--- config.mk ---
export PLATFORM = sky130hd
export DESIGN_NAME = pfcms_mode_sel
export DESIGN_NICKNAME = d
export VERILOG_FILES = /design/src/include/pfcms_pkg.sv /design/src/hdl/pfcms_persist.sv /design/src/hdl/pfcms_cycle_meter.sv /design/src/hdl/pfcms_mode_sel.sv
export SDC_FILE = /design/constraint.sdc
export NUM_CORES = 1
export LEC_CHECK = 0
export BUFFER_PORTS_ARGS = -buffer_cell sky130_fd_sc_hd__buf_2
export CORE_ASPECT_RATIO = 0.5
export CORE_MARGIN = 4
export CORE_UTILIZATION = 30
export CTS_CLUSTER_DIAMETER = 200
export DETAILED_ROUTE_END_ITERATION = 12
export PLACE_DENSITY = 0.51
export SYNTH_ARGS = -nofsm -noshare
export SYNTH_HDL_FRONTEND = slang
export SYNTH_SLANG_ARGS = --single-unit
--- constraint.sdc ---
create_clock -name clock_in -period 5.3 [get_ports clock_in]
set_clock_uncertainty 0.1 [all_clocks]
set_input_delay 1.06 -clock clock_in [delete_from_list [all_inputs] [get_ports clock_in]]
set_output_delay 1.06 -clock clock_in [all_outputs]
set_load 0.01 [all_outputs]
--- src/include/pfcms_pkg.sv ---
// pfcms_pkg: shared constants and types of the conduction mode selector
// assumes a single 125 MHz clock and synchronous comparator inputs
package pfcms_pkg;

  ////////////////////////////////////////////////////////////////////////////
  // clock
  localparam int unsigned CLK_MHZ = 125;
  localparam int unsigned CLK_KHZ = 125000;

  ////////////////////////////////////////////////////////////////////////////
  // switching periods (cycle counts kept below 4096)
  localparam int unsigned CLAMP_FREQ_KHZ = 130;
  localparam int unsigned CONTINUOUS_MODE_FREQUENCY_KHZ = 65;
  localparam int unsigned CCM_ENTRY_PCT = 112;
  // least time, rounded up
  localparam int unsigned CLAMP_CYC = (CLK_KHZ + CLAMP_FREQ_KHZ - 1) / CLAMP_FREQ_KHZ;
  // switching period, rounded down
  localparam int unsigned CONTINUOUS_MODE_PERIOD_CYC = CLK_KHZ / CONTINUOUS_MODE_FREQUENCY_KHZ;
  localparam int unsigned CCM_ENTRY_CYC = CONTINUOUS_MODE_PERIOD_CYC * CCM_ENTRY_PCT / 100;
  localparam int unsigned CYC_W = 12;
  localparam int unsigned RUN_LEN = 8;
  localparam int unsigned RUN_W = 4;

  ////////////////////////////////////////////////////////////////////////////
  // long timers in their own units; cycle counts are top parameters
  localparam int unsigned CONTINUOUS_EXIT_BLANKING_TIME_MS = 360;
  localparam int unsigned BROWNOUT_BLANKING_TIME_MS = 650;
  localparam int unsigned HIGH_TO_LOW_LINE_TIMER_US = 26000;
  localparam int unsigned LOW_TO_HIGH_LINE_FILTER_US = 360;
  localparam int unsigned LINE_LOCKOUT_MS = 515;
  localparam int unsigned UNDERVOLTAGE_RECOVERY_DELAY_MS = 515;

  ////////////////////////////////////////////////////////////////////////////
  // types
  typedef enum logic [1:0] {
    MODE_CRM = 2'h0,
    MODE_DCM = 2'h1,
    MODE_CCM = 2'h2
  } pfcms_mode_t;

  typedef enum logic [1:0] {
    ST_IDLE  = 2'h0,
    ST_ON    = 2'h1,
    ST_DEMAG = 2'h2,
    ST_WAIT  = 2'h3
  } pfcms_state_t;

  typedef struct packed {
    logic on_end;       // on-time ended by the current loop
    logic demag_done;   // inductor current reached zero
    logic valley;       // drain voltage valley detected
    logic cur_entry;    // current above continuous_entry_current_ref
    logic cur_hold;     // current above continuous_hold_current_ref
  } pfcms_sense_t;

  typedef struct packed {
    logic bo_low;       // line below brown-out lower threshold
    logic line_low;     // line below low-line threshold
    logic line_high;    // line above high-line threshold
    logic buv_low;      // bulk_undervoltage_fault comparator
  } pfcms_line_t;

  typedef struct packed {
    pfcms_mode_t mode;
    logic        brownout;
    logic        high_line;
    logic        buv_wait;
    logic        lockout;
  } pfcms_stat_t;

endpackage

--- src/hdl/pfcms_persist.sv ---
// pfcms_persist: a level must hold for COUNT cycles before done rises
// assumes cond_in is synchronous; a drop of cond_in restarts the count
`timescale 1ns/1ns
module pfcms_persist #(
  parameter int unsigned COUNT = 4
) (
  input  wire logic clock_in,
  input  wire logic rst_b_in,
  input  wire logic cond_in,
  output logic      done_out
);

  localparam int unsigned W = $clog2(COUNT + 1);

  logic [W-1:0] cnt_q;
  wire          full = (cnt_q == W'(COUNT));

  always_ff @(posedge clock_in or negedge rst_b_in) begin
    if (!rst_b_in) begin
      cnt_q <= '0;
    end else if (!cond_in) begin
      cnt_q <= '0;
    end else if (!full) begin
      cnt_q <= cnt_q + 1'b1;
    end
  end

  assign done_out = full;
endmodule // pfcms_persist

--- src/hdl/pfcms_cycle_meter.sv ---
// pfcms_cycle_meter: times one current cycle from its start strobe
// assumes start_in is a one-cycle pulse at each on-time start
`timescale 1ns/1ns
module pfcms_cycle_meter #(
  parameter int unsigned W = 12
) (
  input  wire logic         clock_in,
  input  wire logic         rst_b_in,
  input  wire logic         start_in,
  input  wire logic         cur_above_in,
  output logic [W-1:0]      cnt_out,
  output logic              cur_seen_out
);

  logic [W-1:0] cnt_q;
  logic         seen_q;
  wire          sat = &cnt_q;

  // saturation keeps a stuck cycle reading as long rather than wrapping short
  always_ff @(posedge clock_in or negedge rst_b_in) begin
    if (!rst_b_in) begin
      cnt_q  <= '0;
      seen_q <= 1'b0;
    end else begin
      cnt_q  <= start_in ? '0 : (sat ? cnt_q : cnt_q + 1'b1);
      seen_q <= start_in ? cur_above_in : (seen_q | cur_above_in);
    end
  end

  assign cnt_out      = cnt_q;
  assign cur_seen_out = seen_q;
endmodule // pfcms_cycle_meter

--- src/hdl/pfcms_mode_sel.sv ---
// pfcms_mode_sel: conduction mode selector and line supervisors
// assumes analog comparators present synchronous levels in sense_in/line_in
//
// Function
// short cycle waits out clamp period (DCM)
// cycle between clamp and 112% is CrM
// eight long qualified cycles enter continuous mode
// continuous mode switches at fixed period
// leave continuous mode after blanking without runs
// CrM/DCM chosen every cycle, switching continues
// DCM turn-on waits for a valley
// brown-out after 650 ms low line sense
// high-to-low range after 26 ms low
// low-to-high indication filtered 360 us
// 515 ms lockout after range change
// resume 515 ms after bulk undervoltage
// cycle is on-time plus demagnetization
// long cycle needs current above reference
// failed cycle clears the run counter
`timescale 1ns/1ns
module pfcms_mode_sel
  import pfcms_pkg::*;
#(
  parameter int unsigned CCM_BLANK_CYC  = CONTINUOUS_EXIT_BLANKING_TIME_MS * CLK_KHZ,
  parameter int unsigned BO_BLANK_CYC   = BROWNOUT_BLANKING_TIME_MS * CLK_KHZ,
  parameter int unsigned HI_LO_CYC      = HIGH_TO_LOW_LINE_TIMER_US * CLK_MHZ,
  parameter int unsigned LO_HI_CYC      = LOW_TO_HIGH_LINE_FILTER_US * CLK_MHZ,
  parameter int unsigned LOCKOUT_CYC    = LINE_LOCKOUT_MS * CLK_KHZ,
  parameter int unsigned BUV_RECOV_CYC  = UNDERVOLTAGE_RECOVERY_DELAY_MS * CLK_KHZ
) (
  input  wire logic          clock_in,
  input  wire logic          rst_b_in,
  input  wire pfcms_sense_t  sense_in,
  input  wire pfcms_line_t   line_in,
  output logic               drv_out,
  output pfcms_stat_t        stat_out
);

  localparam int unsigned BLANK_W = $clog2(CCM_BLANK_CYC + 1);

  ////////////////////////////////////////////////////////////////////////////
  // line supervisors
  logic brownout;
  logic buv_ok;
  logic hi_lo_done;
  logic lo_hi_done;
  logic lockout_done;
  logic high_line_q;
  logic range_chg_q;

  pfcms_persist #(.COUNT(BO_BLANK_CYC)) u_bo (
    .clock_in (clock_in),
    .rst_b_in (rst_b_in),
    .cond_in  (line_in.bo_low),
    .done_out (brownout)
  );

  // delay counts from the moment the bulk comparator releases
  pfcms_persist #(.COUNT(BUV_RECOV_CYC)) u_buv (
    .clock_in (clock_in),
    .rst_b_in (rst_b_in),
    .cond_in  (!line_in.buv_low),
    .done_out (buv_ok)
  );

  pfcms_persist #(.COUNT(HI_LO_CYC)) u_hilo (
    .clock_in (clock_in),
    .rst_b_in (rst_b_in),
    .cond_in  (line_in.line_low && high_line_q),
    .done_out (hi_lo_done)
  );

  pfcms_persist #(.COUNT(LO_HI_CYC)) u_lohi (
    .clock_in (clock_in),
    .rst_b_in (rst_b_in),
    .cond_in  (line_in.line_high && !high_line_q),
    .done_out (lo_hi_done)
  );

  // also runs from reset, so the first upward change waits out the lockout
  pfcms_persist #(.COUNT(LOCKOUT_CYC)) u_lock (
    .clock_in (clock_in),
    .rst_b_in (rst_b_in),
    .cond_in  (!range_chg_q),
    .done_out (lockout_done)
  );

  wire go_low  = high_line_q && hi_lo_done;
  wire go_high = !high_line_q && lo_hi_done && lockout_done;

  always_ff @(posedge clock_in or negedge rst_b_in) begin
    if (!rst_b_in) begin
      high_line_q <= 1'b0;
      range_chg_q <= 1'b0;
    end else begin
      high_line_q <= go_high ? 1'b1 : (go_low ? 1'b0 : high_line_q);
      range_chg_q <= go_high || go_low;
    end
  end

  wire run_ok = !brownout && buv_ok && !line_in.buv_low;

  ////////////////////////////////////////////////////////////////////////////
  // cycle sequencer
  pfcms_state_t    state_q;
  pfcms_state_t    state_d;
  logic            ccm_q;
  logic            dcm_q;
  logic [CYC_W-1:0] cnt;
  logic            cur_seen;

  wire clamp_done = cnt >= CYC_W'(CLAMP_CYC - 1);
  wire per_done   = cnt >= CYC_W'(CONTINUOUS_MODE_PERIOD_CYC - 1);

  // on-time then demagnetization form the measured cycle
  wire cyc_end  = (state_q == ST_DEMAG) && (sense_in.demag_done || (ccm_q && per_done));
  wire cut      = (state_q == ST_DEMAG) && !sense_in.demag_done && ccm_q && per_done;
  wire wait_go  = ccm_q ? per_done
                        : (clamp_done && (!dcm_q || sense_in.valley)); // see R1 //
  wire start    = run_ok && ((state_q == ST_IDLE) || (state_q == ST_WAIT && wait_go) || cut);
  wire is_short = cnt < CYC_W'(CLAMP_CYC);

  always_comb begin
    state_d = state_q;
    if (!run_ok) begin
      state_d = ST_IDLE;
    end else begin
      case (state_q)
        ST_IDLE:  state_d = ST_ON;
        ST_ON:    state_d = sense_in.on_end ? ST_DEMAG : ST_ON;
        ST_DEMAG: state_d = cut ? ST_ON : (cyc_end ? ST_WAIT : ST_DEMAG);
        ST_WAIT:  state_d = wait_go ? ST_ON : ST_WAIT;
        default:  state_d = ST_IDLE;
      endcase
    end
  end

  // a DCM/CrM decision per cycle, never a stop in switching
  always_ff @(posedge clock_in or negedge rst_b_in) begin
    if (!rst_b_in) begin
      state_q <= ST_IDLE;
      dcm_q   <= 1'b0;
    end else begin
      state_q <= state_d;
      if (cyc_end) begin
        dcm_q <= !ccm_q && is_short; // see R1 // see R2 //
      end
    end
  end

  pfcms_cycle_meter #(.W(CYC_W)) u_meter (
    .clock_in     (clock_in),
    .rst_b_in     (rst_b_in),
    .start_in     (start),
    .cur_above_in (ccm_q ? sense_in.cur_hold : sense_in.cur_entry),
    .cnt_out      (cnt),
    .cur_seen_out (cur_seen)
  );

  ////////////////////////////////////////////////////////////////////////////
  // continuous mode entry and exit
  logic [RUN_W-1:0]   run_q;
  logic [BLANK_W-1:0] blank_q;

  wire long_entry = cnt > CYC_W'(CCM_ENTRY_CYC);
  wire long_hold  = cut || (cnt > CYC_W'(CONTINUOUS_MODE_PERIOD_CYC));
  wire qual       = cur_seen && (ccm_q ? long_hold : long_entry);
  wire hit8       = cyc_end && qual && (run_q == RUN_W'(RUN_LEN - 1));
  wire blank_end  = blank_q == BLANK_W'(CCM_BLANK_CYC - 1);

  always_ff @(posedge clock_in or negedge rst_b_in) begin
    if (!rst_b_in) begin
      run_q <= '0;
    end else if (cyc_end) begin
      run_q <= (qual && !hit8) ? run_q + 1'b1 : '0; // see R15 //
    end
  end

  // only a whole fresh run restarts the blanking, so light load drops out
  always_ff @(posedge clock_in or negedge rst_b_in) begin
    if (!rst_b_in) begin
      ccm_q   <= 1'b0;
      blank_q <= '0;
    end else if (!run_ok) begin
      ccm_q   <= 1'b0;
      blank_q <= '0;
    end else if (hit8) begin
      ccm_q   <= 1'b1;
      blank_q <= '0;
    end else if (ccm_q) begin
      ccm_q   <= !blank_end;           // see R5 //
      blank_q <= blank_end ? '0 : blank_q + 1'b1;
    end
  end

  ////////////////////////////////////////////////////////////////////////////
  // outputs
  assign drv_out            = (state_q == ST_ON);
  assign stat_out.mode      = ccm_q ? MODE_CCM : (dcm_q ? MODE_DCM : MODE_CRM);
  assign stat_out.brownout  = brownout;
  assign stat_out.high_line = high_line_q;
  assign stat_out.buv_wait  = !buv_ok;
  assign stat_out.lockout   = !lockout_done;
endmodule // pfcms_mode_sel

==> results.tsv <==
metric	value	unit
ir_worst_vdd	0.204	mV
static-leakage-power	3.93	nW
outcome	complete, no violations	
via_per_inst	4.93	
cts_resized	0	
critPathBufInv	2	
max-slew-margin-rel	38.6	%
avgSynthCellArea	9.44	sq um
io_pins	18	
clock_latency	0.44	ns
routedWlPerCell	13.6	um
drc	0	
initial_core_util	30.6	%
min_path_type	flip-flop to flip-flop	
synth_top_area_share	46.7	%
critPathRequiredTime	4.14	ns
port_buffers	17	
p_per_area	277	nW/um^2
layout_common_cells	dfrtp_1 (166), nor2_1 (124), nand2_1 (81)	
grt_pass1_vias	6581	
worstSetupStartpointType	flip-flop	
path_clk_slew	0.06	ns
critPathKind	flip-flop to primary output	
cts.sink_count	166	
synth_ff_type	dfrtp_1	
holdCritStartpoint	run_q[1]$_DFFE_PN0P_	
synth_nets	970	
period_share	69.3	%
grt_use_total	11.9	%
synth_area_leader_cell	dfrtp_1	
netlist_area	8900	sq um
rsz0062_at_grt	no	
area_growth	11.2	%
cts_tree	done	
clockRootBuffer	clkbuf_16	
setup_slack	1.63	ns
grt_start_max_net_pins	90	
slew_viol_final	0	
htreeDepth	4	
dieHeight	130	um
core_area	29100	sq um
netlist_instances	943	
cp_slowest_cell	nor4_1	
routed-via-count	6689	
path_delay_family	simple AND/OR/NAND/NOR gates	
critPathLaunch	u_bo.cnt_q[0]$_DFFE_PN0P_	
reg2reg_from	u_bo.cnt_q[0]$_DFFE_PN0P_	
drtPass1Iterations	5	
layout-drive-gt1-share	7.87	%
cp.depth	6	
nNetsFinal	980	
worstPathArrival	2.51	ns
antenna_found_initial	0	
gp_congestion	0.768	
synth_area_leaders	dfrtp_1 (47%), xor2_1 (6.0%), nor2_1 (5.2%)	
ys_seq_area_share	46.7	%
ctsHoldBuffers	0	
synth-seq-cells	166	
die_width	252	um
cpPeakStageDelay	0.77	ns
max_cap_viol_count	0	
cts_buffer_depth	2	
cp_max_fo	4	
whs_path_depth	2	
post-cts-setup-buffer-count	0	
grt_overflow	0	
synth_edf_count	0	
insertedDiodeCount	0	
antenna_left	0	
dp_hpwl	12.3	mm
grt_pass1_wl	32.1	mm
dp_slack	2.09	ns
crit_path_end_kind	primary output	
setup_tns	0	ns
final_common_cell	dfrtp_1	
r2r_cells	8	
period_needed	3.67	ns
numCtsBuffers	17	
timing.fmax	272	MHz
rows	44	
worstMarginPinSlew	0.914	ns
synth_cell_types	65	
dieArea	32600	sq um
yosysWarnings	0	
wirelength	18.4	mm
synthArstFlopShare	100	%
setup_viol	0	
drt_iter0_markers	448	
hold_viol	0	
cp_cell_sequence	inv_1, ha_1, nor4b_1, nand4_1, nor4_1, buf_2	
[final cells by class]
type,count,area [sq um]
Clock buffer,23,458
Clock inverter,9,78.8
Fill cell,2961,19200
Inverter,25,93.8
Multi-Input combinational cell,723,4510
Sequential cell,166,4150
Tap cell,391,489
Timing Repair Buffer,20,114
[report_power, final]
part           switching, mW  internal [mW]  leakage [nW]
clock network          0.503          0.655         0.261
logic                  0.113         0.0775          1.42
registers             0.0834           1.31          2.25
total                  0.699           2.05          3.93
[synth_stat cells, types with 2 or more instances]
library cell and n:
ha_1 16, nor4bb_1 3, and2_1 25, o21ai_0 38, nor4_4 2, mux2_2 2
nand4_1 39, mux2i_1 3, nor2b_1 11, a21boi_0 5, dfrtp_1 166, buf_6 4
buf_2 2, nor3_1 18, a22o_1 2, o31ai_1 6, or4b_2 2, and3_1 21
and3_2 3, clkbuf_1 18, and4_1 11, nor3b_1 2, or3_1 26, xor2_1 61
nand3_1 48, a211oi_1 2, or2_2 5, a31oi_1 6, nand3b_1 6, nor4_2 4
or4_1 8, nand2_1 81, nor2_1 124, a21oi_1 46, nor4b_1 8, nand2b_1 7
nand4b_1 4, nor4_1 12, inv_1 25, buf_4 3, xnor2_1 44
[cells by family after synthesis]
logic type,after synthesis,share of synthesized area (%)
simple gates,480,29.2
flops,166,46.7
compound gates,117,8.17
xor+xnor,105,10.3
buf+inv,54,2.78
fa+ha+maj,16,2.25
mux,5,0.591
[path summary, 6_finish.rpt]
check / endpoint / slack (ns)
max: stat_out[3] / 1.63
min in group asynchronous: u_meter.cnt_out[8]$_DFFE_PN0P_ / 0.63
min: run_q[1]$_DFFE_PN0P_ / 0.41
max reg2reg: blank_q[16]$_DFFE_PN0P_ / 2.26
min reg2reg: run_q[1]$_DFFE_PN0P_ / 0.41
max in group asynchronous: u_buv.cnt_q[1]$_DFFE_PN0P_ / 3.41
[per-layer routing]
layer / global-route usage, % / vias to the layer above / wire length (um)
li1: - / 3332 / -
met1: 15.6 / 3272 / 9190
met2: 19.8 / 71 / 8580
met3: 3.07 / 14 / 512
met4: 3.42 / 0 / 166
met5: 0 / - / 0
[tightest hold or removal path: stages (launching register included)]
cell,delay [ns]
dfrtp_1,0.37
nand2_1,0.05
o21ai_0,0.06
[registers in the layout (all words and copies together) (netlist names)]
| name | count |
|---|---|
| u_meter.cur_seen_out | 1 |
| ccm_q | 1 |
| dcm_q | 1 |
| run_q | 4 |
| blank_q | 26 |
| u_meter.cnt_out | 12 |
| state_q | 2 |
| u_buv.cnt_q | 26 |
| u_bo.cnt_q | 27 |
| range_chg_q | 1 |
| u_lock.cnt_q | 26 |
| high_line_q | 1 |
| u_hilo.cnt_q | 22 |
| u_lohi.cnt_q | 16 |
[metrics by stage]
stage          total power, mW  std cells  area [sq um]  utilization [%]  hold slack (ns)
2_1_floorplan             1.54        943          8900                -            0.363
3_3_place_gp              1.61       1325          9360             32.1            0.394
3_5_place_dp              1.61       1325          9360             32.1            0.403
4_1_cts                   2.80       1357          9890             34.0            0.413
5_1_grt                   2.89       1357          9890             34.0            0.459
6_report                  2.74       1357          9890             34.0            0.412
(Power assumes the default switching activity.)
